File: config.mk
export PLATFORM = sky130hd
export DESIGN_NAME = wdt_scaler_core
export DESIGN_NICKNAME = d
export VERILOG_FILES = /design/src/wdt_scaler_pkg.sv /design/src/pin_level_filter.sv /design/src/wdt_scaler_core.sv
export SDC_FILE = /design/constraint.sdc
export NUM_CORES = 1
export LEC_CHECK = 0
export ABC_AREA = 1
export BUFFER_PORTS_ARGS = -buffer_cell sky130_fd_sc_hd__buf_2
export CORE_UTILIZATION = 55
export CTS_CLUSTER_SIZE = 10
export DETAILED_ROUTE_END_ITERATION = 10
export PLACE_DENSITY = 0.8
export SLEW_MARGIN = 0
export SYNTH_ARGS = -nofsm -noshare
export SYNTH_HDL_FRONTEND = slang
export SYNTH_HIERARCHICAL = 1
export SYNTH_SLANG_ARGS = --single-unit
File: constraint.sdc
create_clock -name i_clk -period 2.9 [get_ports i_clk]
set_input_delay 0.435 -clock i_clk [delete_from_list [all_inputs] [get_ports i_clk]]
set_output_delay 0.435 -clock i_clk [all_outputs]
set_load 0.005 [all_outputs]
File: src/wdt_scaler_pkg.sv
/*
  Shared constants of the watchdog, shared scaler and reset-cause flags block:
  register indices, field positions, reset values and timing figures.
  Assumes a single 25 MHz clock and 32-bit AXI4-Lite register access.
*/
package wdt_scaler_pkg;
  localparam int unsigned CLK_FREQ_HZ = 25_000_000;
  localparam int unsigned WDT_BASE_TIME_MS = 16;
  localparam int unsigned WDT_BASE_CYCLES = CLK_FREQ_HZ / 1000 * WDT_BASE_TIME_MS;
  localparam int unsigned WDT_BASE_CNT_W = 19;

  localparam int unsigned AXI_ADDR_W = 12;
  localparam int unsigned AXI_DATA_W = 32;
  localparam int unsigned REG_INDEX_W = 10;
  localparam logic [1:0] AXI_RESP_OKAY = 2'h0;
  localparam logic [1:0] AXI_RESP_SLVERR = 2'h2;

  // Register indices; the byte address is four times the index.
  localparam logic [9:0] IDX_TIMER_ZERO_COUNT = 10'h001;
  localparam logic [9:0] IDX_CORE_STATUS_FLAGS = 10'h003;
  localparam logic [9:0] IDX_SCALER_OPTION_CONTROL = 10'h081;
  localparam logic [9:0] IDX_WATCHDOG_CONTROL = 10'h089;

  localparam int unsigned SCALER_W = 8;
  localparam int unsigned OPT_RATIO_LSB = 0;
  localparam int unsigned OPT_ASSIGN_BIT = 3;
  localparam int unsigned OPT_EDGE_BIT = 4;
  localparam int unsigned STAT_POWERDOWN_BIT = 3;
  localparam int unsigned STAT_TIMEOUT_BIT = 4;
  localparam int unsigned WATCHDOG_CONTROL_ENABLE_BIT = 0;

  localparam logic [7:0] OPTION_RESET = 8'h7B;
  localparam logic [7:0] OPTION_WRITE_MASK = 8'h7F;
  localparam logic [7:0] WATCHDOG_CONTROL_RESET = 8'h00;
  localparam logic [7:0] WATCHDOG_CONTROL_WRITE_MASK = 8'h01;
  localparam logic [7:0] TIMER_ZERO_RESET = 8'h00;

  localparam int unsigned PIN_COUNT = 2;
  localparam int unsigned PIN_EXT_CLOCK = 0;
  localparam int unsigned PIN_CONFIG_WDT = 1;
endpackage

File: src/pin_level_filter.sv
/*
  Three-stage input filter for pins that arrive from outside the clock domain.
  Assumes each pin is slower than two clock periods per level.
*/
`timescale 1ns/10ps
module pin_level_filter #(
  parameter int unsigned WIDTH = 1
) (
  input wire logic i_clk,
  input wire logic i_reset_n,
  input wire logic [WIDTH-1:0] i_pin,
  output logic [WIDTH-1:0] o_level
);
  generate
    for (genvar g = 0; g < WIDTH; g++) begin : g_bit
      logic [2:0] stage_reg;
      logic level_reg;
      // The first stage feeds only the second; the level moves once stages two and three agree.
      always_ff @(posedge i_clk or negedge i_reset_n) begin
        if (!i_reset_n) begin
          stage_reg <= 3'h0;
        end else begin
          stage_reg <= {stage_reg[1:0], i_pin[g]};
        end
      end
      always_ff @(posedge i_clk or negedge i_reset_n) begin
        if (!i_reset_n) begin
          level_reg <= 1'b0;
        end else if (stage_reg[1] == stage_reg[2]) begin
          level_reg <= stage_reg[2];
        end
      end
      assign o_level[g] = level_reg;
    end
  endgenerate
endmodule

File: src/wdt_scaler_core.sv
/*
  Watchdog timer with a shared 8-bit scaler, timer zero and reset-cause flags,
  reached over AXI4-Lite. Assumes the core drives instruction pulses on i_clk,
  and that o_wdt_reset is fed back into the chip reset by the surrounding logic.
*/
// The AXI4-Lite interface to the registers is this design's own decision.
// What this block does and what software must do
// One 8-bit scaler serves timer zero or the watchdog, never both.
// Option bit 3 routes scaler: 0 timer zero, 1 watchdog; changeable anytime.
// Ratio field divides timer zero 1:2..1:256, watchdog 1:1..1:128, doubling.
// Clear-watchdog zeroes watchdog count and scaler when scaler serves watchdog.
// Writing timer zero count zeroes scaler while scaler serves timer zero.
// Sleep zeroes watchdog count, and scaler too when assigned to watchdog.
// Watchdog runs on its own time base; overflow resets the chip.
// Overflow period is 16 ms times ratio; 128 ms after any reset.
// Timeout flag set by power-on, clear-watchdog, sleep; cleared by overflow.
// Power-down flag set by power-on, clear-watchdog; cleared by sleep only.
// Flags 00 wake from sleep, 01 running overflow, 11 power-on.
// Software writes to status never change timeout or power-down flags.
// Control bit 0 enables watchdog; resets to 0; upper bits read 0.
// Factory configuration bit 1 forces watchdog on regardless of soft enable.
// Edge select bit 4: 1 counts falling, 0 rising external edges.
// Software moves scaler to watchdog via the safe eight-step sequence.
// Software clears watchdog before moving scaler back to timer zero.
// For undivided timer zero, software assigns scaler to the watchdog.
// Software clears watchdog only from the main loop, not interrupts.
// Watchdog reset keeps timeout and power-down flags readable afterwards.
`timescale 1ns/10ps
module wdt_scaler_core #(
  parameter int unsigned WDT_BASE_CYCLES_P = wdt_scaler_pkg::WDT_BASE_CYCLES
) (
  input wire logic i_clk,
  input wire logic i_reset_n,
  input wire logic [wdt_scaler_pkg::AXI_ADDR_W-1:0] i_s_axi_awaddr,
  input wire logic i_s_axi_awvalid,
  output logic o_s_axi_awready,
  input wire logic [wdt_scaler_pkg::AXI_DATA_W-1:0] i_s_axi_wdata,
  input wire logic [3:0] i_s_axi_wstrb,
  input wire logic i_s_axi_wvalid,
  output logic o_s_axi_wready,
  output logic [1:0] o_s_axi_bresp,
  output logic o_s_axi_bvalid,
  input wire logic i_s_axi_bready,
  input wire logic [wdt_scaler_pkg::AXI_ADDR_W-1:0] i_s_axi_araddr,
  input wire logic i_s_axi_arvalid,
  output logic o_s_axi_arready,
  output logic [wdt_scaler_pkg::AXI_DATA_W-1:0] o_s_axi_rdata,
  output logic [1:0] o_s_axi_rresp,
  output logic o_s_axi_rvalid,
  input wire logic i_s_axi_rready,
  input wire logic i_watchdog_clear_instr,
  input wire logic i_sleep_instr,
  input wire logic i_wake_event,
  input wire logic i_timer_zero_ext_clock,
  input wire logic i_config_wdt_enable,
  output logic o_wdt_reset,
  output logic o_sleeping,
  output logic o_timer_zero_overflow,
  output logic o_timeout_flag,
  output logic o_powerdown_flag
);
  import wdt_scaler_pkg::*;

  localparam logic [WDT_BASE_CNT_W-1:0] WDT_BASE_LAST = WDT_BASE_CNT_W'(WDT_BASE_CYCLES_P - 1);

  function automatic logic [REG_INDEX_W-1:0] reg_index(input logic [AXI_ADDR_W-1:0] addr);
    reg_index = addr[AXI_ADDR_W-1:2];
  endfunction

  // Terminal count of the scaler; the watchdog side starts at 1:1, timer zero at 1:2.
  function automatic logic [SCALER_W-1:0] ratio_mask(input logic [2:0] ratio, input logic for_wdt);
    logic [SCALER_W:0] span;
    span = for_wdt ? (9'h001 << ratio) : (9'h002 << ratio);
    ratio_mask = span[SCALER_W-1:0] - 8'h01;
  endfunction

  logic [7:0] option_reg;
  logic [7:0] watchdog_control_reg;
  logic [7:0] timer_zero_reg;
  logic [SCALER_W-1:0] scaler_reg;
  logic [WDT_BASE_CNT_W-1:0] base_cnt_reg;
  logic timeout_flag_reg;
  logic powerdown_flag_reg;
  logic sleeping_reg;
  logic wdt_reset_reg;
  logic t0_ovf_reg;
  logic ext_prev_reg;
  logic aw_held_reg;
  logic w_held_reg;
  logic [AXI_ADDR_W-1:0] aw_addr_reg;
  logic [AXI_DATA_W-1:0] w_data_reg;
  logic [3:0] w_strb_reg;
  logic bvalid_reg;
  logic [1:0] bresp_reg;
  logic rvalid_reg;
  logic [1:0] rresp_reg;
  logic [AXI_DATA_W-1:0] rdata_reg;
  logic [PIN_COUNT-1:0] pin_level;

  logic scaler_to_wdt;
  logic [2:0] ratio;
  logic [SCALER_W-1:0] scaler_mask;
  logic wdt_enabled;
  logic base_tick;
  logic wdt_overflow;
  logic ext_edge;
  logic write_go;
  logic [REG_INDEX_W-1:0] write_idx;
  logic write_lane0;
  logic timer_write;
  logic scaler_clear;
  logic scaler_event;
  logic timer_step;
  logic [7:0] read_byte;
  logic read_hit;

  // The factory bit is a strap from outside the clock domain, so it is filtered like a pin.
  pin_level_filter #(
    .WIDTH(PIN_COUNT)
  ) u_pin_filter (
    .i_clk(i_clk),
    .i_reset_n(i_reset_n),
    .i_pin({i_config_wdt_enable, i_timer_zero_ext_clock}),
    .o_level(pin_level)
  );

  assign scaler_to_wdt = option_reg[OPT_ASSIGN_BIT];
  assign ratio = option_reg[OPT_RATIO_LSB +: 3];
  assign scaler_mask = ratio_mask(ratio, scaler_to_wdt);
  assign wdt_enabled = pin_level[PIN_CONFIG_WDT] | watchdog_control_reg[WATCHDOG_CONTROL_ENABLE_BIT]; // see R13
  assign base_tick = wdt_enabled && (base_cnt_reg == WDT_BASE_LAST);
  // A clear or sleep in the tick cycle wins, so software that clears just in time is never reset.
  assign wdt_overflow = base_tick && !i_watchdog_clear_instr && !i_sleep_instr
                        && (!scaler_to_wdt || scaler_reg == scaler_mask); // see R3
  assign ext_edge = option_reg[OPT_EDGE_BIT] ? (ext_prev_reg && !pin_level[PIN_EXT_CLOCK])
                                            : (!ext_prev_reg && pin_level[PIN_EXT_CLOCK]);

  assign write_go = aw_held_reg && w_held_reg && !bvalid_reg;
  assign write_idx = reg_index(aw_addr_reg);
  assign write_lane0 = write_go && w_strb_reg[0];
  assign timer_write = write_lane0 && (write_idx == IDX_TIMER_ZERO_COUNT);

  assign scaler_clear = (i_watchdog_clear_instr && scaler_to_wdt)
                        || (timer_write && !scaler_to_wdt)
                        || (i_sleep_instr && scaler_to_wdt);
  assign scaler_event = scaler_to_wdt ? base_tick : ext_edge;
  assign timer_step = ext_edge && (scaler_to_wdt || scaler_reg == scaler_mask);

  always_ff @(posedge i_clk or negedge i_reset_n) begin
    if (!i_reset_n) begin
      ext_prev_reg <= 1'b0;
    end else begin
      ext_prev_reg <= pin_level[PIN_EXT_CLOCK];
    end
  end

  // Watchdog base counter; it stands in for the free-running RC time base and keeps going in sleep.
  always_ff @(posedge i_clk or negedge i_reset_n) begin
    if (!i_reset_n) begin
      base_cnt_reg <= '0;
    end else if (wdt_overflow || i_watchdog_clear_instr || i_sleep_instr) begin // see R4
      base_cnt_reg <= '0;
    end else if (!wdt_enabled || base_tick) begin
      base_cnt_reg <= '0;
    end else begin
      base_cnt_reg <= base_cnt_reg + 1'b1;
    end
  end

  // The single scaler, counting either ticks or external edges up to the selected terminal count.
  always_ff @(posedge i_clk or negedge i_reset_n) begin
    if (!i_reset_n) begin
      scaler_reg <= '0;
    end else if (wdt_overflow || scaler_clear) begin
      scaler_reg <= '0;
    end else if (scaler_event) begin
      scaler_reg <= (scaler_reg == scaler_mask) ? '0 : scaler_reg + 1'b1; // see R1
    end
  end

  always_ff @(posedge i_clk or negedge i_reset_n) begin
    if (!i_reset_n) begin
      timer_zero_reg <= TIMER_ZERO_RESET;
      t0_ovf_reg <= 1'b0;
    end else if (wdt_overflow) begin
      timer_zero_reg <= TIMER_ZERO_RESET;
      t0_ovf_reg <= 1'b0;
    end else if (timer_write) begin
      timer_zero_reg <= w_data_reg[7:0];
      t0_ovf_reg <= 1'b0;
    end else begin
      timer_zero_reg <= timer_step ? timer_zero_reg + 1'b1 : timer_zero_reg;
      t0_ovf_reg <= timer_step && (timer_zero_reg == 8'hFF);
    end
  end

  // An overflow acts as a chip reset for the option, control, timer zero and sleep registers, so the period returns to 128 ms.
  always_ff @(posedge i_clk or negedge i_reset_n) begin
    if (!i_reset_n) begin
      option_reg <= OPTION_RESET;
    end else if (wdt_overflow) begin
      option_reg <= OPTION_RESET;
    end else if (write_lane0 && write_idx == IDX_SCALER_OPTION_CONTROL) begin
      option_reg <= w_data_reg[7:0] & OPTION_WRITE_MASK;
    end
  end

  always_ff @(posedge i_clk or negedge i_reset_n) begin
    if (!i_reset_n) begin
      watchdog_control_reg <= WATCHDOG_CONTROL_RESET;
    end else if (wdt_overflow) begin
      watchdog_control_reg <= WATCHDOG_CONTROL_RESET;
    end else if (write_lane0 && write_idx == IDX_WATCHDOG_CONTROL) begin
      watchdog_control_reg <= w_data_reg[7:0] & WATCHDOG_CONTROL_WRITE_MASK;
    end
  end

  // Only power-on, the instruction events and an overflow move the flags; bus writes never reach them.
  always_ff @(posedge i_clk or negedge i_reset_n) begin
    if (!i_reset_n) begin
      timeout_flag_reg <= 1'b1;
    end else if (wdt_overflow) begin
      timeout_flag_reg <= 1'b0; // see R9 see R11
    end else if (i_watchdog_clear_instr || i_sleep_instr) begin
      timeout_flag_reg <= 1'b1; // see R9
    end
  end

  always_ff @(posedge i_clk or negedge i_reset_n) begin
    if (!i_reset_n) begin
      powerdown_flag_reg <= 1'b1;
    end else if (i_watchdog_clear_instr) begin
      powerdown_flag_reg <= 1'b1; // see R10
    end else if (i_sleep_instr) begin
      powerdown_flag_reg <= 1'b0; // see R10 see R11
    end
  end

  always_ff @(posedge i_clk or negedge i_reset_n) begin
    if (!i_reset_n) begin
      sleeping_reg <= 1'b0;
    end else if (wdt_overflow) begin
      sleeping_reg <= 1'b0;
    end else if (i_sleep_instr) begin
      sleeping_reg <= 1'b1;
    end else if (i_wake_event) begin
      sleeping_reg <= 1'b0;
    end
  end

  always_ff @(posedge i_clk or negedge i_reset_n) begin
    if (!i_reset_n) begin
      wdt_reset_reg <= 1'b0;
    end else begin
      wdt_reset_reg <= wdt_overflow;
    end
  end

  // Write channel: address and data are taken in either order, then one response follows both.
  always_ff @(posedge i_clk or negedge i_reset_n) begin
    if (!i_reset_n) begin
      aw_held_reg <= 1'b0;
      aw_addr_reg <= '0;
    end else if (i_s_axi_awvalid && o_s_axi_awready) begin
      aw_held_reg <= 1'b1;
      aw_addr_reg <= i_s_axi_awaddr;
    end else if (write_go) begin
      aw_held_reg <= 1'b0;
    end
  end

  always_ff @(posedge i_clk or negedge i_reset_n) begin
    if (!i_reset_n) begin
      w_held_reg <= 1'b0;
      w_data_reg <= '0;
      w_strb_reg <= 4'h0;
    end else if (i_s_axi_wvalid && o_s_axi_wready) begin
      w_held_reg <= 1'b1;
      w_data_reg <= i_s_axi_wdata;
      w_strb_reg <= i_s_axi_wstrb;
    end else if (write_go) begin
      w_held_reg <= 1'b0;
    end
  end

  always_ff @(posedge i_clk or negedge i_reset_n) begin
    if (!i_reset_n) begin
      bvalid_reg <= 1'b0;
      bresp_reg <= AXI_RESP_OKAY;
    end else if (write_go) begin
      bvalid_reg <= 1'b1;
      case (write_idx)
        IDX_TIMER_ZERO_COUNT, IDX_CORE_STATUS_FLAGS, IDX_SCALER_OPTION_CONTROL, IDX_WATCHDOG_CONTROL: begin
          bresp_reg <= AXI_RESP_OKAY;
        end
        default: begin
          bresp_reg <= AXI_RESP_SLVERR;
        end
      endcase
    end else if (i_s_axi_bready) begin
      bvalid_reg <= 1'b0;
    end
  end

  always_comb begin
    read_byte = 8'h00;
    read_hit = 1'b1;
    case (reg_index(i_s_axi_araddr))
      IDX_TIMER_ZERO_COUNT: begin
        read_byte = timer_zero_reg;
      end
      IDX_CORE_STATUS_FLAGS: begin
        read_byte[STAT_TIMEOUT_BIT] = timeout_flag_reg;
        read_byte[STAT_POWERDOWN_BIT] = powerdown_flag_reg;
      end
      IDX_SCALER_OPTION_CONTROL: begin
        read_byte = option_reg;
      end
      IDX_WATCHDOG_CONTROL: begin
        read_byte = watchdog_control_reg;
      end
      default: begin
        read_hit = 1'b0;
      end
    endcase
  end

  always_ff @(posedge i_clk or negedge i_reset_n) begin
    if (!i_reset_n) begin
      rvalid_reg <= 1'b0;
      rresp_reg <= AXI_RESP_OKAY;
      rdata_reg <= '0;
    end else if (i_s_axi_arvalid && o_s_axi_arready) begin
      rvalid_reg <= 1'b1;
      rresp_reg <= read_hit ? AXI_RESP_OKAY : AXI_RESP_SLVERR;
      rdata_reg <= {24'h000000, read_byte};
    end else if (i_s_axi_rready) begin
      rvalid_reg <= 1'b0;
    end
  end

  assign o_s_axi_awready = !aw_held_reg && !bvalid_reg;
  assign o_s_axi_wready = !w_held_reg && !bvalid_reg;
  assign o_s_axi_bvalid = bvalid_reg;
  assign o_s_axi_bresp = bresp_reg;
  assign o_s_axi_arready = !rvalid_reg;
  assign o_s_axi_rvalid = rvalid_reg;
  assign o_s_axi_rresp = rresp_reg;
  assign o_s_axi_rdata = rdata_reg;
  assign o_wdt_reset = wdt_reset_reg;
  assign o_sleeping = sleeping_reg;
  assign o_timer_zero_overflow = t0_ovf_reg;
  assign o_timeout_flag = timeout_flag_reg;
  assign o_powerdown_flag = powerdown_flag_reg;
endmodule

* Word-level counts from Yosys, hierarchy flattened
Cells that the tools add are included. Widths: inputs -> output; s select.
Word-level totals: flip-flop bits (word level) 102, input bits 72
Cells by class: equal/unequal tests 13, multiplexer cells 37, bitwise operators 1, shift-type cells 2, $add $sub $neg 4, reduce and logical (&&, ||, !) cells 54
Operators with widths (number):
- $mux 8 | 11
- $eq 10x8->1 const B | 4
- $mux 19 | 2
- $logic_and 1x1->1 | 22
- $eq 10x1->1 const B | 2
- $eq 10x2->1 const B | 2
- $add 19x1->19 const B | 1
- $eq 19x19->1 const B | 1
- $mux 1 | 19
- $pmux 3 s3 | 2
- $reduce_bool 2->1 | 9
- $add 8x1->8 const B | 2
- $logic_not 1->1 | 10
- $logic_or 1x1->1 | 9
- $eq 8x8->1 | 1
- $eq 8x8->1 const B | 1
- $pmux 2 s4 | 1
- $reduce_or 4->1 | 2
- $shl 1x3->8 const A | 1
- $shl 2x3->8 const A | 1
- $sub 8x1->8 const B | 1
- $reduce_bool 3->1 | 2
- $mux 2 | 2
- $eq 1x1->1 | 2
- $or 1x1->1 | 1

* Logic depth before layout (Yosys ltp)
Gate-level depths: netlist of the first run.
depth after elaboration 9, gate-level depth with buffers 21

* Cells and area by module
The synthesis of the first run kept the hierarchy.
Modules (own cells, without submodules):
- wdt_scaler_core | area an instance 4907.2 um^2, seq. area each 2062.0 um^2, instances 1, cells an instance 621
- pin_level_filter | area an instance 247.7 um^2, seq. area each 200.2 um^2, instances 1, cells an instance 18

* Worst setup path before layout of the first run
No wires, ideal clock.
path kind register -> register, from register option_reg[0], to register t0_ovf_reg (netlist: o_timer_zero_overflow), arrival 2428 ps, period minus slack after synthesis 2544 ps, stages on the path, launching flop included 17, required time 2784 ps, setup time 116 ps, slack 356 ps, buffers on the path 1, cells stage by stage dfstp_2 inv_1 ha_1 nand2_1 inv_2 nand2_2 ha_1 xnor2_1 xnor2_1 nand3_1 nor2_2 nand2_4 nand2_4 nand3_1 buf_4 nand2_1 nor2_1
On the way: cells in the longest elaborated chain, start to end 9
Ends and longest elaborated chain:
- start: declaration | RTL line wdt_scaler_core.sv:77 | logic [7:0] option_reg;
- start signal: assignment | RTL line wdt_scaler_core.sv:204 | option_reg <= w_data_reg[7:0] & OPTION_WRITE_MASK;
- $shl 2x3->8 / $shl 1x3->8 (equally long branches) | RTL line wdt_scaler_core.sv:73 | span = for_wdt ? (9'h001 << ratio) : (9'h002 << ratio);
- $mux 8 * | RTL line wdt_scaler_core.sv:73
- $sub 8x1->8 * | RTL line wdt_scaler_core.sv:74 | ratio_mask = span[SCALER_W-1:0] - 8'h01;
- $eq 8x8->1 * | RTL line wdt_scaler_core.sv:134, wdt_scaler_core.sv:147
- $logic_or 1x1->1 | RTL line wdt_scaler_core.sv:147 | assign timer_step = ext_edge && (scaler_to_wdt || scaler_reg == scaler_mask);
- $logic_and 1x1->1 | RTL line wdt_scaler_core.sv:147
- $logic_and 1x1->1 | RTL line wdt_scaler_core.sv:193 | t0_ovf_reg <= timer_step && (timer_zero_reg == 8'hFF);
- $mux 1 | RTL line wdt_scaler_core.sv:188 | end else if (timer_write) begin
- $mux 1 * | RTL line wdt_scaler_core.sv:185 | end else if (wdt_overflow) begin
- end signal: assignment | RTL line wdt_scaler_core.sv:193
- end: declaration | RTL line wdt_scaler_core.sv:86 | logic t0_ovf_reg;
Mark *: on every way between the ends. The rest lies on a longest branch, timed or not. A chain may end at the register's enable or synchronous reset.

* Worst setup path in the final report of the first run
from register option_reg[3], to register timer_zero_reg[1]
On the way: cells in the longest elaborated chain, start to end 6
Ends and longest elaborated chain:
- $mux 8 | RTL line wdt_scaler_core.sv:73
- $sub 8x1->8 | RTL line wdt_scaler_core.sv:74
- $eq 8x8->1 | RTL line wdt_scaler_core.sv:134, wdt_scaler_core.sv:147
- $logic_or 1x1->1 (on tied branches) | RTL line wdt_scaler_core.sv:134, wdt_scaler_core.sv:147
- $logic_and 1x1->1 (on tied branches) | RTL line wdt_scaler_core.sv:134, wdt_scaler_core.sv:147
- $reduce_bool 3->1 (no source line) / $mux 8 (equally long branches)
- end signal: assignment | RTL line wdt_scaler_core.sv:189 | timer_zero_reg <= w_data_reg[7:0];
- end signal: assignment | RTL line wdt_scaler_core.sv:192 | timer_zero_reg <= timer_step ? timer_zero_reg + 1'b1 : timer_zero_reg;
- end: declaration | RTL line wdt_scaler_core.sv:79 | logic [7:0] timer_zero_reg;
Parallel ways exist; a longest one is shown, timed or not.

==> results of run 1 <==
[per-layer routing]
| metal | share of wire (%) | vias to the layer above |
|---|---|---|
| met3 | 6.4 | 25 |
| li1 | - | 2153 |
| met2 | 48 | 182 |
| met1 | 45 | 2010 |
| met4 | 1.4 | 0 |
| met5 | 0 | - |
[power by group through the flow]
stage               combinational (mW)  sequential (mW)  clock [mW]
floorplan                        0.673             1.65           0
global placement                 0.824             1.70           0
detailed placement               0.865             1.71           0
CTS                              0.874             1.69       0.959
global route                      1.01             1.73        1.01
finish                           0.882             1.70       0.946
[through the flow]
step	worst slack [ns]	utilization (%)	instances	total power [mW]	TNS (ns)
finish	0.2404	65.02	822	3.527	0
CTS	0.06692	63.92	817	3.523	0
global route	-0.003142	65.02	822	3.746	-0.003142
floorplan	0.3556	-	664	2.327	0
global placement	0.1033	61.46	801	2.521	0
detailed placement	0.07567	61.46	801	2.578	0
[cells by family (layout without fill, tap and decap cells)]
logic type | Yosys count | after routing | share of synthesized area [%]
AND/OR/NAND/NOR | 316 | 316 | 28.40
AO/OA/AOI/OAI | 69 | 69 | 7.524
flip-flops | 90 | 90 | 43.88
buffers and inverters | 120 | 170 | 11.50
other | 1 | 26 | 0.07275
adder cells (fa/ha/maj) | 6 | 6 | 1.456
multiplexers | 19 | 19 | 4.102
XOR/XNOR | 18 | 18 | 3.058
[worst max-delay path, stage by stage (launching register included)]
cell,delay (ns)
dfstp_2,0.64
buf_4,0.15
inv_1,0.12
ha_1,0.28
inv_1,0.07
nand2_1,0.07
nand2_1,0.08
nor2_1,0.05
nor2_1,0.12
nand2_1,0.07
nand2_1,0.05
nand2_1,0.04
nand2_1,0.09
nor2_4,0.06
nand2_4,0.13
nand2_2,0.10
nand2_4,0.14
nand3_4,0.13
nand2_1,0.11
nand2_1,0.05
[placed cells by master (no fill, tap or decap), types with 3 or more instances in the layout]
cell type	instances
buf_2	60
nand3_1	43
inv_6	3
a21boi_0	3
nor3_1	11
buf_4	11
nor2_2	3
mux2_2	16
nand2_1	138
o21bai_1	3
inv_1	75
nand4_1	19
nor4_1	5
o21ai_0	28
o221ai_1	3
nand2_4	5
nor3b_1	3
clkbuf_8	10
dfrtp_1	82
conb_1	26
nand3_2	5
o21ai_1	10
nor2_1	73
a21oi_1	17
xnor2_1	4
ha_1	5
dfstp_2	8
xor2_1	14
inv_2	4
[synthesized netlist by cell type (2+ instances only)]
cell,instances
nor2_1,73
buf_6,3
nand3_2,5
o21ai_1,10
nor3b_1,3
a21oi_1,17
inv_1,75
o21bai_1,3
o221ai_1,3
nand3_1,44
buf_4,29
clkbuf_1,4
a21boi_0,3
nor3_1,11
nand2_4,6
nand4_1,19
ha_1,6
nor2_2,3
nand2_1,139
mux2i_1,2
inv_6,2
dfstp_2,8
nand2_2,2
nor4_1,5
xnor2_1,4
o21ai_0,28
dfrtp_1,82
xor2_1,14
o22ai_1,2
mux2_2,16
inv_2,4
[worst paths after layout]
check | start | to | slack [ns]
hold / removal | i_reset_n | base_cnt_reg[13] | 0.07
max in group asynchronous | i_reset_n | option_reg[1] | 2.05
setup reg to reg | option_reg[3] | timer_zero_reg[1] | 0.24
hold reg to reg | u_pin_filter/g_bit[0].stage_reg[0] | u_pin_filter/g_bit[0].stage_reg[1] | 0.35
setup / recovery | option_reg[3] | timer_zero_reg[1] | 0.24
min in group i_clk | i_config_wdt_enable | u_pin_filter/g_bit[1].stage_reg[0] | 0.18
[cell type report]
type                       count  area (sq um)
timing repair buffer          72         394.1
sequential                    90          2262
inverter                      82         317.8
fill                         724          3110
tap                          108         135.1
clock buffer                  12         145.1
clock inverter                 4         73.82
multi-input combinational    454          2452
[repair_timing]
action                                  in CTS  in global routing
endpoints found under the setup margin       0                 26
gates resized for setup                      0                 10
buffers inserted                             0                  4
==> results.sh, run 1 <==
export IMPL_outcome="completed"
export IMPL_synth_edf_count=0
export IMPL_maxSlewHeadroom_pct=41.24
export IMPL_diodes=0
export IMPL_clk_pin_slew_worst_paths_ns=0.09
export IMPL_peakVddDrop_v=0.0005247
export IMPL_maxCapViolCount=0
export IMPL_grt_most_used_layer="met2"
export IMPL_p_sw_mw=1.133
export IMPL_num_vias=4370
export IMPL_clock_skew_ns=0.008472
export IMPL_overflow=0
export IMPL_cts_buffers=9
export IMPL_period_minus_slack_ns=2.660
export IMPL_clk_latency_ns=0.36
export IMPL_die_y_um=98.81
export IMPL_crit_path_end_kind="register"
export IMPL_start_util_pct=57.98
export IMPL_start_kind="register"
export IMPL_cts_sinks=90
export IMPL_grt_usage_pct=23.91
export IMPL_synth_ff_latch_count=90
export IMPL_stdcell_area_sq_um=5781
export IMPL_grt_antenna_before_repair=0
export IMPL_fin_nets=787
export IMPL_place_area_sq_um=5464
export IMPL_holdWs_ns=0.06810
export IMPL_post_drt_wl_per_cell_um=13.41
export IMPL_synthCells=639
export IMPL_async_reset_ff_share_pct=100.0
export IMPL_hold_path_class="in2async"
export IMPL_crit_arrival_ns=2.91
export IMPL_die_w_um=98.81
export IMPL_pwr_share_clk_pct=26.8
export IMPL_synth_top_area_share_pct=39.81
export IMPL_yosysSeqAreaShare_pct=43.88
export IMPL_reg2regPathDepth=19
export IMPL_seq_power_share_pct=48.2
export IMPL_netlist_area_sq_um=5155
export IMPL_ys_types=45
export IMPL_hold_buffers=0
export IMPL_dr_pass1_iters=6
export IMPL_leakagePower_nw=2.857
export IMPL_powerDensity_nw_per_um2=610.1
export IMPL_worstPathRequired_ns=3.15
export IMPL_max_freq_mhz=376.0
export IMPL_drt_total_wl_um=11020
export IMPL_p_int_mw=2.394
export IMPL_use_met2_pct=39.27
export IMPL_io_buffer_count=60
export IMPL_cp_max_fo=9
export IMPL_yosysTopAreaCell="dfrtp_1"
export IMPL_largest_reg_flops=19
export IMPL_viasPerCell=5.316
export IMPL_grt_util_met1_pct=31.25
export IMPL_drc_errors=0
export IMPL_final_max_slew_viol_count=0
export IMPL_die_area_sq_um=9763
export IMPL_dpl_hpwl_um=8116
export IMPL_switching_share_pct=32.12
export IMPL_grt_pass1_wl_um=18610
export IMPL_hold_violations=0
export IMPL_area_growth_pct=12.14
export IMPL_core_sq_um=8891
export IMPL_synthTopCellsByArea="dfrtp_1, nand2_1, inv_1, nor2_1, nand3_1"
export IMPL_finalSetupViolations=0
export IMPL_htreeDepth=3
export IMPL_root_buffer="clkbuf_8"
export IMPL_avgSynthCellArea_sq_um=8.067
export IMPL_comb_power_share_pct=25.0
export IMPL_use_met3_pct=5.319
export IMPL_critPathKind="reg2reg"
export IMPL_ys_warn_count=6
export IMPL_grt_max_degree=45
export IMPL_ios=118
export IMPL_grt_pass1_vias=4182
export IMPL_drt_iter0_drc=392
export IMPL_rows=34
export IMPL_drive_gt1_share_pct=19.61
export IMPL_max_slew_worst_pin_slew_ns=0.8755
export IMPL_ys_flop_type="dfrtp_1"
export IMPL_period_share_pct=91.71
export IMPL_antenna_left=0
export IMPL_clockBufferDepth=2
export IMPL_cts_tree="built"
export IMPL_gp_congestion=0.9299
No activity file was read; power rests on OpenSTA's default activity.
==> inputs of run 2 (changes only) <==
- ABC_CLOCK_PERIOD_IN_PS: not set -> 2500
- CORE_MARGIN: not set -> 5
- clock period: 2.9 -> 2.5 ns (I/O delays scaled with it)
==> results.sh, run 2 (same netlist as run 1, synthesis figures left out) <==
export IMPL_max_slew_worst_pin_slew_ns=0.8999
export IMPL_crit_path_end_kind="register"
export IMPL_dr_pass1_iters=5
export IMPL_drt_total_wl_um=11360
export IMPL_maxCapViolCount=0
export IMPL_period_share_pct=98.15
export IMPL_diodes=0
export IMPL_met3_length_um=621
export IMPL_core_sq_um=9196
export IMPL_die_w_um=106.8
export IMPL_root_buffer="clkbuf_8"
export IMPL_met2RoutedLength_um=5543
export IMPL_largest_reg_flops=19
export IMPL_antenna_left=0
export IMPL_dpl_hpwl_um=8738
export IMPL_max_freq_mhz=407.5
export IMPL_cts_tree="built"
export IMPL_outcome="completed"
export IMPL_viasPerCell=5.170
export IMPL_crit_arrival_ns=2.71
export IMPL_hold_violations=0
export IMPL_hold_start="i_config_wdt_enable"
export IMPL_clockBufferDepth=2
export IMPL_grt_pass1_vias=4167
export IMPL_start_util_pct=56.05
export IMPL_r2r_end="o_sleeping"
export IMPL_rows=35
export IMPL_pwr_share_clk_pct=22.9
export IMPL_grt_max_degree=42
export IMPL_final_cell_mix="nand2_1, dfrtp_1, inv_1"
export IMPL_clock_skew_ns=0.01488
export IMPL_cts_sinks=90
export IMPL_grt_antenna_before_repair=0
export IMPL_ios=118
export IMPL_r2r_start="option_reg[0]"
export IMPL_worst_r2r_setup_slack_ns=0.05
export IMPL_final_util_pct=64.56
export IMPL_cts_buffers=9
export IMPL_hold_path_class="in2reg"
export IMPL_finalSetupViolations=0
export IMPL_critPathKind="reg2reg"
export IMPL_switching_share_pct=33.99
export IMPL_clk_pin_slew_worst_paths_ns=0.09
export IMPL_fin_nets=799
export IMPL_maxSlewHeadroom_pct=39.60
export IMPL_routed_top_layer="met4"
export IMPL_min_to="u_pin_filter/g_bit[1].stage_reg[0]"
export IMPL_clk_latency_ns=0.36
export IMPL_gp_congestion=0.8866
export IMPL_post_drt_wl_per_cell_um=13.57
export IMPL_final_max_slew_viol_count=0
export IMPL_wl_met1_um=5090
export IMPL_comb_power_share_pct=27.1
export IMPL_grt_usage_pct=20.33
export IMPL_seq_power_share_pct=50.0
export IMPL_area_growth_pct=15.17
export IMPL_peakVddDrop_v=0.0005717
export IMPL_io_buffer_count=60
export IMPL_htreeDepth=3
export IMPL_reg2regPathDepth=16
export IMPL_die_y_um=106.8
export IMPL_p_int_mw=2.600
export IMPL_drive_gt1_share_pct=23.42
export IMPL_drt_iter0_drc=340
export IMPL_min_path_cells=1
export IMPL_start_kind="register"
export IMPL_layout_commonest_cell="nand2_1"
export IMPL_leakagePower_nw=2.903
export IMPL_p_sw_mw=1.339
export IMPL_worstPathRequired_ns=2.75
export IMPL_num_vias=4327
export IMPL_die_area_sq_um=11410
export IMPL_period_minus_slack_ns=2.454
export IMPL_powerDensity_nw_per_um2=663.5
export IMPL_overflow=0
export IMPL_grt_pass1_wl_um=19110
export IMPL_cp_max_fo=5
export IMPL_drc_errors=0
export IMPL_holdWs_ns=0.1193
export IMPL_rsz0062_at_grt="yes"
## run 2: critical path, stage by stage (launching register included)
cell	delay (ns)
dfstp_2	0.55
inv_2	0.05
ha_4	0.27
nand2_2	0.04
inv_2	0.07
nand2_4	0.06
ha_4	0.17
xnor2_2	0.13
xnor2_1	0.16
nand3_1	0.10
nor2_2	0.13
nand2_4	0.12
nand2_8	0.12
nand3_4	0.10
buf_6	0.16
nand3b_1	0.07
nand2_1	0.05
## run 2: final cells by class
class | instances | area (sq um)
repair buffers | 84 | 510.5
multi-input cells | 454 | 2529
inverters | 82 | 317.8
clock buffers | 11 | 141.4
flip-flops and latches | 90 | 2262
well taps | 111 | 138.9
clock inverters | 5 | 37.54
fillers | 769 | 3259
## run 2: per-layer routing
| metal | up-vias | GRT usage (%) |
|---|---|---|
| li1 | 2179 | - |
| met1 | 2010 | 27.54 |
| met2 | 126 | 34.35 |
| met3 | 12 | 3.913 |
| met4 | 0 | 3.836 |
| met5 | - | 0 |
## run 2: what timing repair did
action,4_1_cts,5_1_grt
hold endpoints to repair,25,0
hold buffers,1,0
resized for setup,7,30
endpoints found under the setup margin,26,29
buffers inserted,0,1
gates cloned,0,1
pin swaps,1,19
## run 2: per-stage QoR
step | setup WS, ns | TNS, ns | cells | total power, mW | cell area [sq um]
after floorplan | 0.03366 | 0 | 664 | 2.702 | 5261
after global placement | -0.06955 | -0.6616 | 818 | 2.948 | 5598
after detailed placement | -0.1022 | -1.520 | 818 | 3.022 | 5598
after CTS | 0.0009841 | 0 | 835 | 3.924 | 5824
after global routing | -0.1095 | -1.530 | 837 | 4.192 | 5937
final | 0.04618 | 0 | 837 | 3.939 | 5937
## run 2: worst max path at each step
stage | from | endpoint | slack (ns)
global route | option_reg[0] | o_sleeping | -0.11
finish | option_reg[0] | o_sleeping | 0.05
detailed placement | option_reg[0] | timer_zero_reg[6] | -0.10
floorplan | option_reg[0] | o_timer_zero_overflow | 0.03
CTS | option_reg[0] | scaler_reg[0] | 0.001
global placement | option_reg[0] | o_timer_zero_overflow | -0.07
## run 2: power groups by stage
stage / registers (mW) / clock network (mW) / logic (mW)
2_1_floorplan: 1.92 / 0 / 0.783
3_3_place_gp: 1.97 / 0 / 0.975
3_5_place_dp: 1.99 / 0 / 1.03
4_1_cts: 1.96 / 0.918 / 1.04
5_1_grt: 2.00 / 0.985 / 1.20
6_report: 1.97 / 0.903 / 1.07
==> inputs of run 3 (changes only) <==
- ABC_AREA: 1 -> 0
- CORE_UTILIZATION: 55 -> 53
- PLACE_DENSITY: 0.8 -> 0.79
==> results.sh, run 3 <==
export IMPL_grt_usage_pct=19.02
export IMPL_gp_congestion=0.8391
export IMPL_comb_power_share_pct=20.7
export IMPL_place_area_sq_um=5197
export IMPL_crit_arrival_ns=3.07
export IMPL_final_max_slew_viol_count=0
export IMPL_hold_path_class="in2async"
export IMPL_synthCells=461
export IMPL_setup_tns_ns=-5.028
export IMPL_dr_pass1_iters=4
export IMPL_ys_top_cells_by_count="dfrtp_1, nor2_1, nand2_1"
export IMPL_switching_share_pct=30.25
export IMPL_ios=118
export IMPL_rows=34
export IMPL_post_drt_wl_per_cell_um=15.64
export IMPL_fin_ws_ns=-0.2797
export IMPL_seq_power_share_pct=52.0
export IMPL_root_buffer="clkbuf_8"
export IMPL_outcome="complete, but fails checks"
export IMPL_yosysSeqAreaShare_pct=48.32
export IMPL_die_w_um=104.0
export IMPL_ys_types=53
export IMPL_p_sw_mw=1.154
export IMPL_clk_latency_ns=0.37
export IMPL_max_freq_mhz=359.8
export IMPL_die_y_um=104.0
export IMPL_finalSetupViolations=28
export IMPL_r2r_end="timer_zero_reg[5]"
export IMPL_antenna_left=0
export IMPL_cts_sinks=90
export IMPL_worstPathRequired_ns=2.79
export IMPL_yosysTopAreaCell="dfrtp_1"
export IMPL_synth_ff_latch_count=90
export IMPL_clk_pin_slew_worst_paths_ns=0.10
export IMPL_final_util_pct=63.19
export IMPL_period_minus_slack_ns=2.780
export IMPL_drt_iter0_drc=183
export IMPL_maxSlewHeadroom_pct=57.47
export IMPL_reg2regPathDepth=12
export IMPL_critPathKind="reg2reg"
export IMPL_synth_top_area_share_pct=43.83
export IMPL_fin_nets=619
export IMPL_rsz0062_at_grt="yes"
export IMPL_async_reset_ff_share_pct=100.0
export IMPL_leakagePower_nw=2.459
export IMPL_worst_r2r_setup_slack_ns=-0.28
export IMPL_grt_antenna_before_repair=0
export IMPL_largest_reg_flops=19
export IMPL_stdcell_area_sq_um=5484
export IMPL_die_area_sq_um=10810
export IMPL_io_buffer_count=60
export IMPL_max_slew_worst_pin_slew_ns=0.6379
export IMPL_powerDensity_nw_per_um2=695.8
export IMPL_synth_edf_count=0
export IMPL_core_sq_um=8678
export IMPL_grt_max_degree=48
export IMPL_cts_buffers=9
export IMPL_cp_max_fo=14
export IMPL_dp_cells=635
export IMPL_overflow=0
export IMPL_num_vias=3590
export IMPL_clockBufferDepth=2
export IMPL_cts_tree="built"
export IMPL_final_cell_mix="dfrtp_1, buf_2, nor2_1"
export IMPL_dpl_hpwl_um=7458
export IMPL_ys_flop_type="dfrtp_1"
export IMPL_crit_path_end_kind="register"
export IMPL_synthTopCellsByArea="dfrtp_1, buf_4, mux2_2, dfstp_2, nor2_1"
export IMPL_post_synth_top_count_cell="dfrtp_1"
export IMPL_viasPerCell=5.489
export IMPL_p_int_mw=2.661
export IMPL_ys_warn_count=6
export IMPL_drc_errors=0
export IMPL_peakVddDrop_v=0.0006058
export IMPL_drt_total_wl_um=10230
export IMPL_hold_buffers=0
export IMPL_violations="negative setup slack"
export IMPL_nFillCells=698
export IMPL_pwr_share_clk_pct=27.4
export IMPL_htreeDepth=3
export IMPL_grt_pass1_vias=3623
export IMPL_avgSynthCellArea_sq_um=10.16
export IMPL_netlist_area_sq_um=4682
export IMPL_start_util_pct=53.95
export IMPL_hold_violations=0
export IMPL_layout_commonest_cell="dfrtp_1"
export IMPL_start_kind="register"
export IMPL_period_share_pct=111.2
export IMPL_maxCapViolCount=0
export IMPL_finalPower_mw=3.816
export IMPL_clock_skew_ns=0.01442
export IMPL_drive_gt1_share_pct=29.30
export IMPL_fin_cells=654
export IMPL_r2r_start="option_reg[0]"
export IMPL_diodes=0
export IMPL_grt_pass1_wl_um=17090
export IMPL_area_growth_pct=17.13
==> run 3: cell count changes in the layout (fill, tap and decap cells not counted), sizes merged, moves of 15 or more <==
cell   change
inv       -74
mux2i     +16
nand2    -107
nand3     -32
nand4     -15
nor2      -19
==> run 3: timing repair <==
action,4_1_cts,5_1_grt
pin swaps,3,0
gates cloned,1,0
buffers inserted,0,2
setup endpoints to repair,28,28
gates resized for setup,9,5
==> run 3: cell families after synthesis <==
group / Yosys count / share of synthesized area [%]
and+or+nand+nor: 170 / 17.85
DFF: 90 / 48.32
AOI/OAI and AO/OA: 72 / 10.05
buffers and inverters: 52 / 6.815
muxes: 37 / 8.418
xor gates and xnor gates: 31 / 6.387
adders and majority gates: 8 / 2.084
other: 1 / 0.08009
==> run 3: final cells by class <==
| cell class | count | area (sq um) | share of cell area, % |
|---|---|---|---|
| clock buffers | 11 | 151.4 | 2.761 |
| clock inverters | 5 | 62.56 | 1.141 |
| inverters | 8 | 32.53 | 0.5932 |
| multi-input cells | 344 | 2286 | 41.68 |
| flip-flops and latches | 90 | 2262 | 41.25 |
| well taps | 108 | 135.1 | 2.464 |
| repair buffers | 87 | 546.8 | 9.970 |
| repair inverters | 1 | 7.507 | 0.1369 |
==> run 3: how the worst max path moves through the flow <==
stage / startpoint / end / slack (ns) / depth (start not counted)
detailed placement: option_reg[0] / scaler_reg[2] / -0.32 / 13
floorplan: option_reg[0] / timer_zero_reg[5] / -0.14 / 12
global placement: option_reg[0] / scaler_reg[1] / -0.24 / 12
global route: option_reg[0] / timer_zero_reg[5] / -0.38 / 12
finish: option_reg[0] / timer_zero_reg[5] / -0.28 / 12
CTS: option_reg[0] / timer_zero_reg[5] / -0.31 / 12
==> run 3: metrics by stage <==
step | hold WS [ns] | setup slack (ns)
5_1_grt | 0.06006 | -0.3839
3_3_place_gp | 0.3343 | -0.2378
4_1_cts | 0.03008 | -0.3060
2_1_floorplan | 0.07941 | -0.1429
3_5_place_dp | 0.3378 | -0.3163
6_report | 0.01916 | -0.2797
==> run 3: power groups by stage <==
stage,Clock [mW],Sequential [mW],Combinational (mW)
finish,1.04,1.98,0.788
global route,1.13,2.02,0.873
global placement,0,1.98,0.734
detailed placement,0,2.01,0.777
CTS,1.06,1.98,0.791
floorplan,0,1.93,0.599
==> run 3: critical path, stage by stage (launching register included) <==
cell       delay, ns
dfstp_2         0.55
inv_2           0.05
ha_4            0.30
nand2_4         0.05
ha_4            0.17
xnor2_1         0.13
xnor2_1         0.12
or3_4           0.34
nor4b_4         0.29
buf_12          0.19
o2111ai_2       0.15
xor2_1          0.20
a211oi_2        0.18
==> run 3: per-layer routing <==
| layer | track usage [%] | share of wire (%) | vias to the layer above |
|---|---|---|---|
| met5 | 0 | 0 | - |
| met3 | 4.718 | 6.7 | 24 |
| met2 | 31.74 | 49 | 129 |
| met4 | 7.216 | 2.3 | 0 |
| met1 | 23.79 | 42 | 1735 |
| li1 | - | - | 1702 |
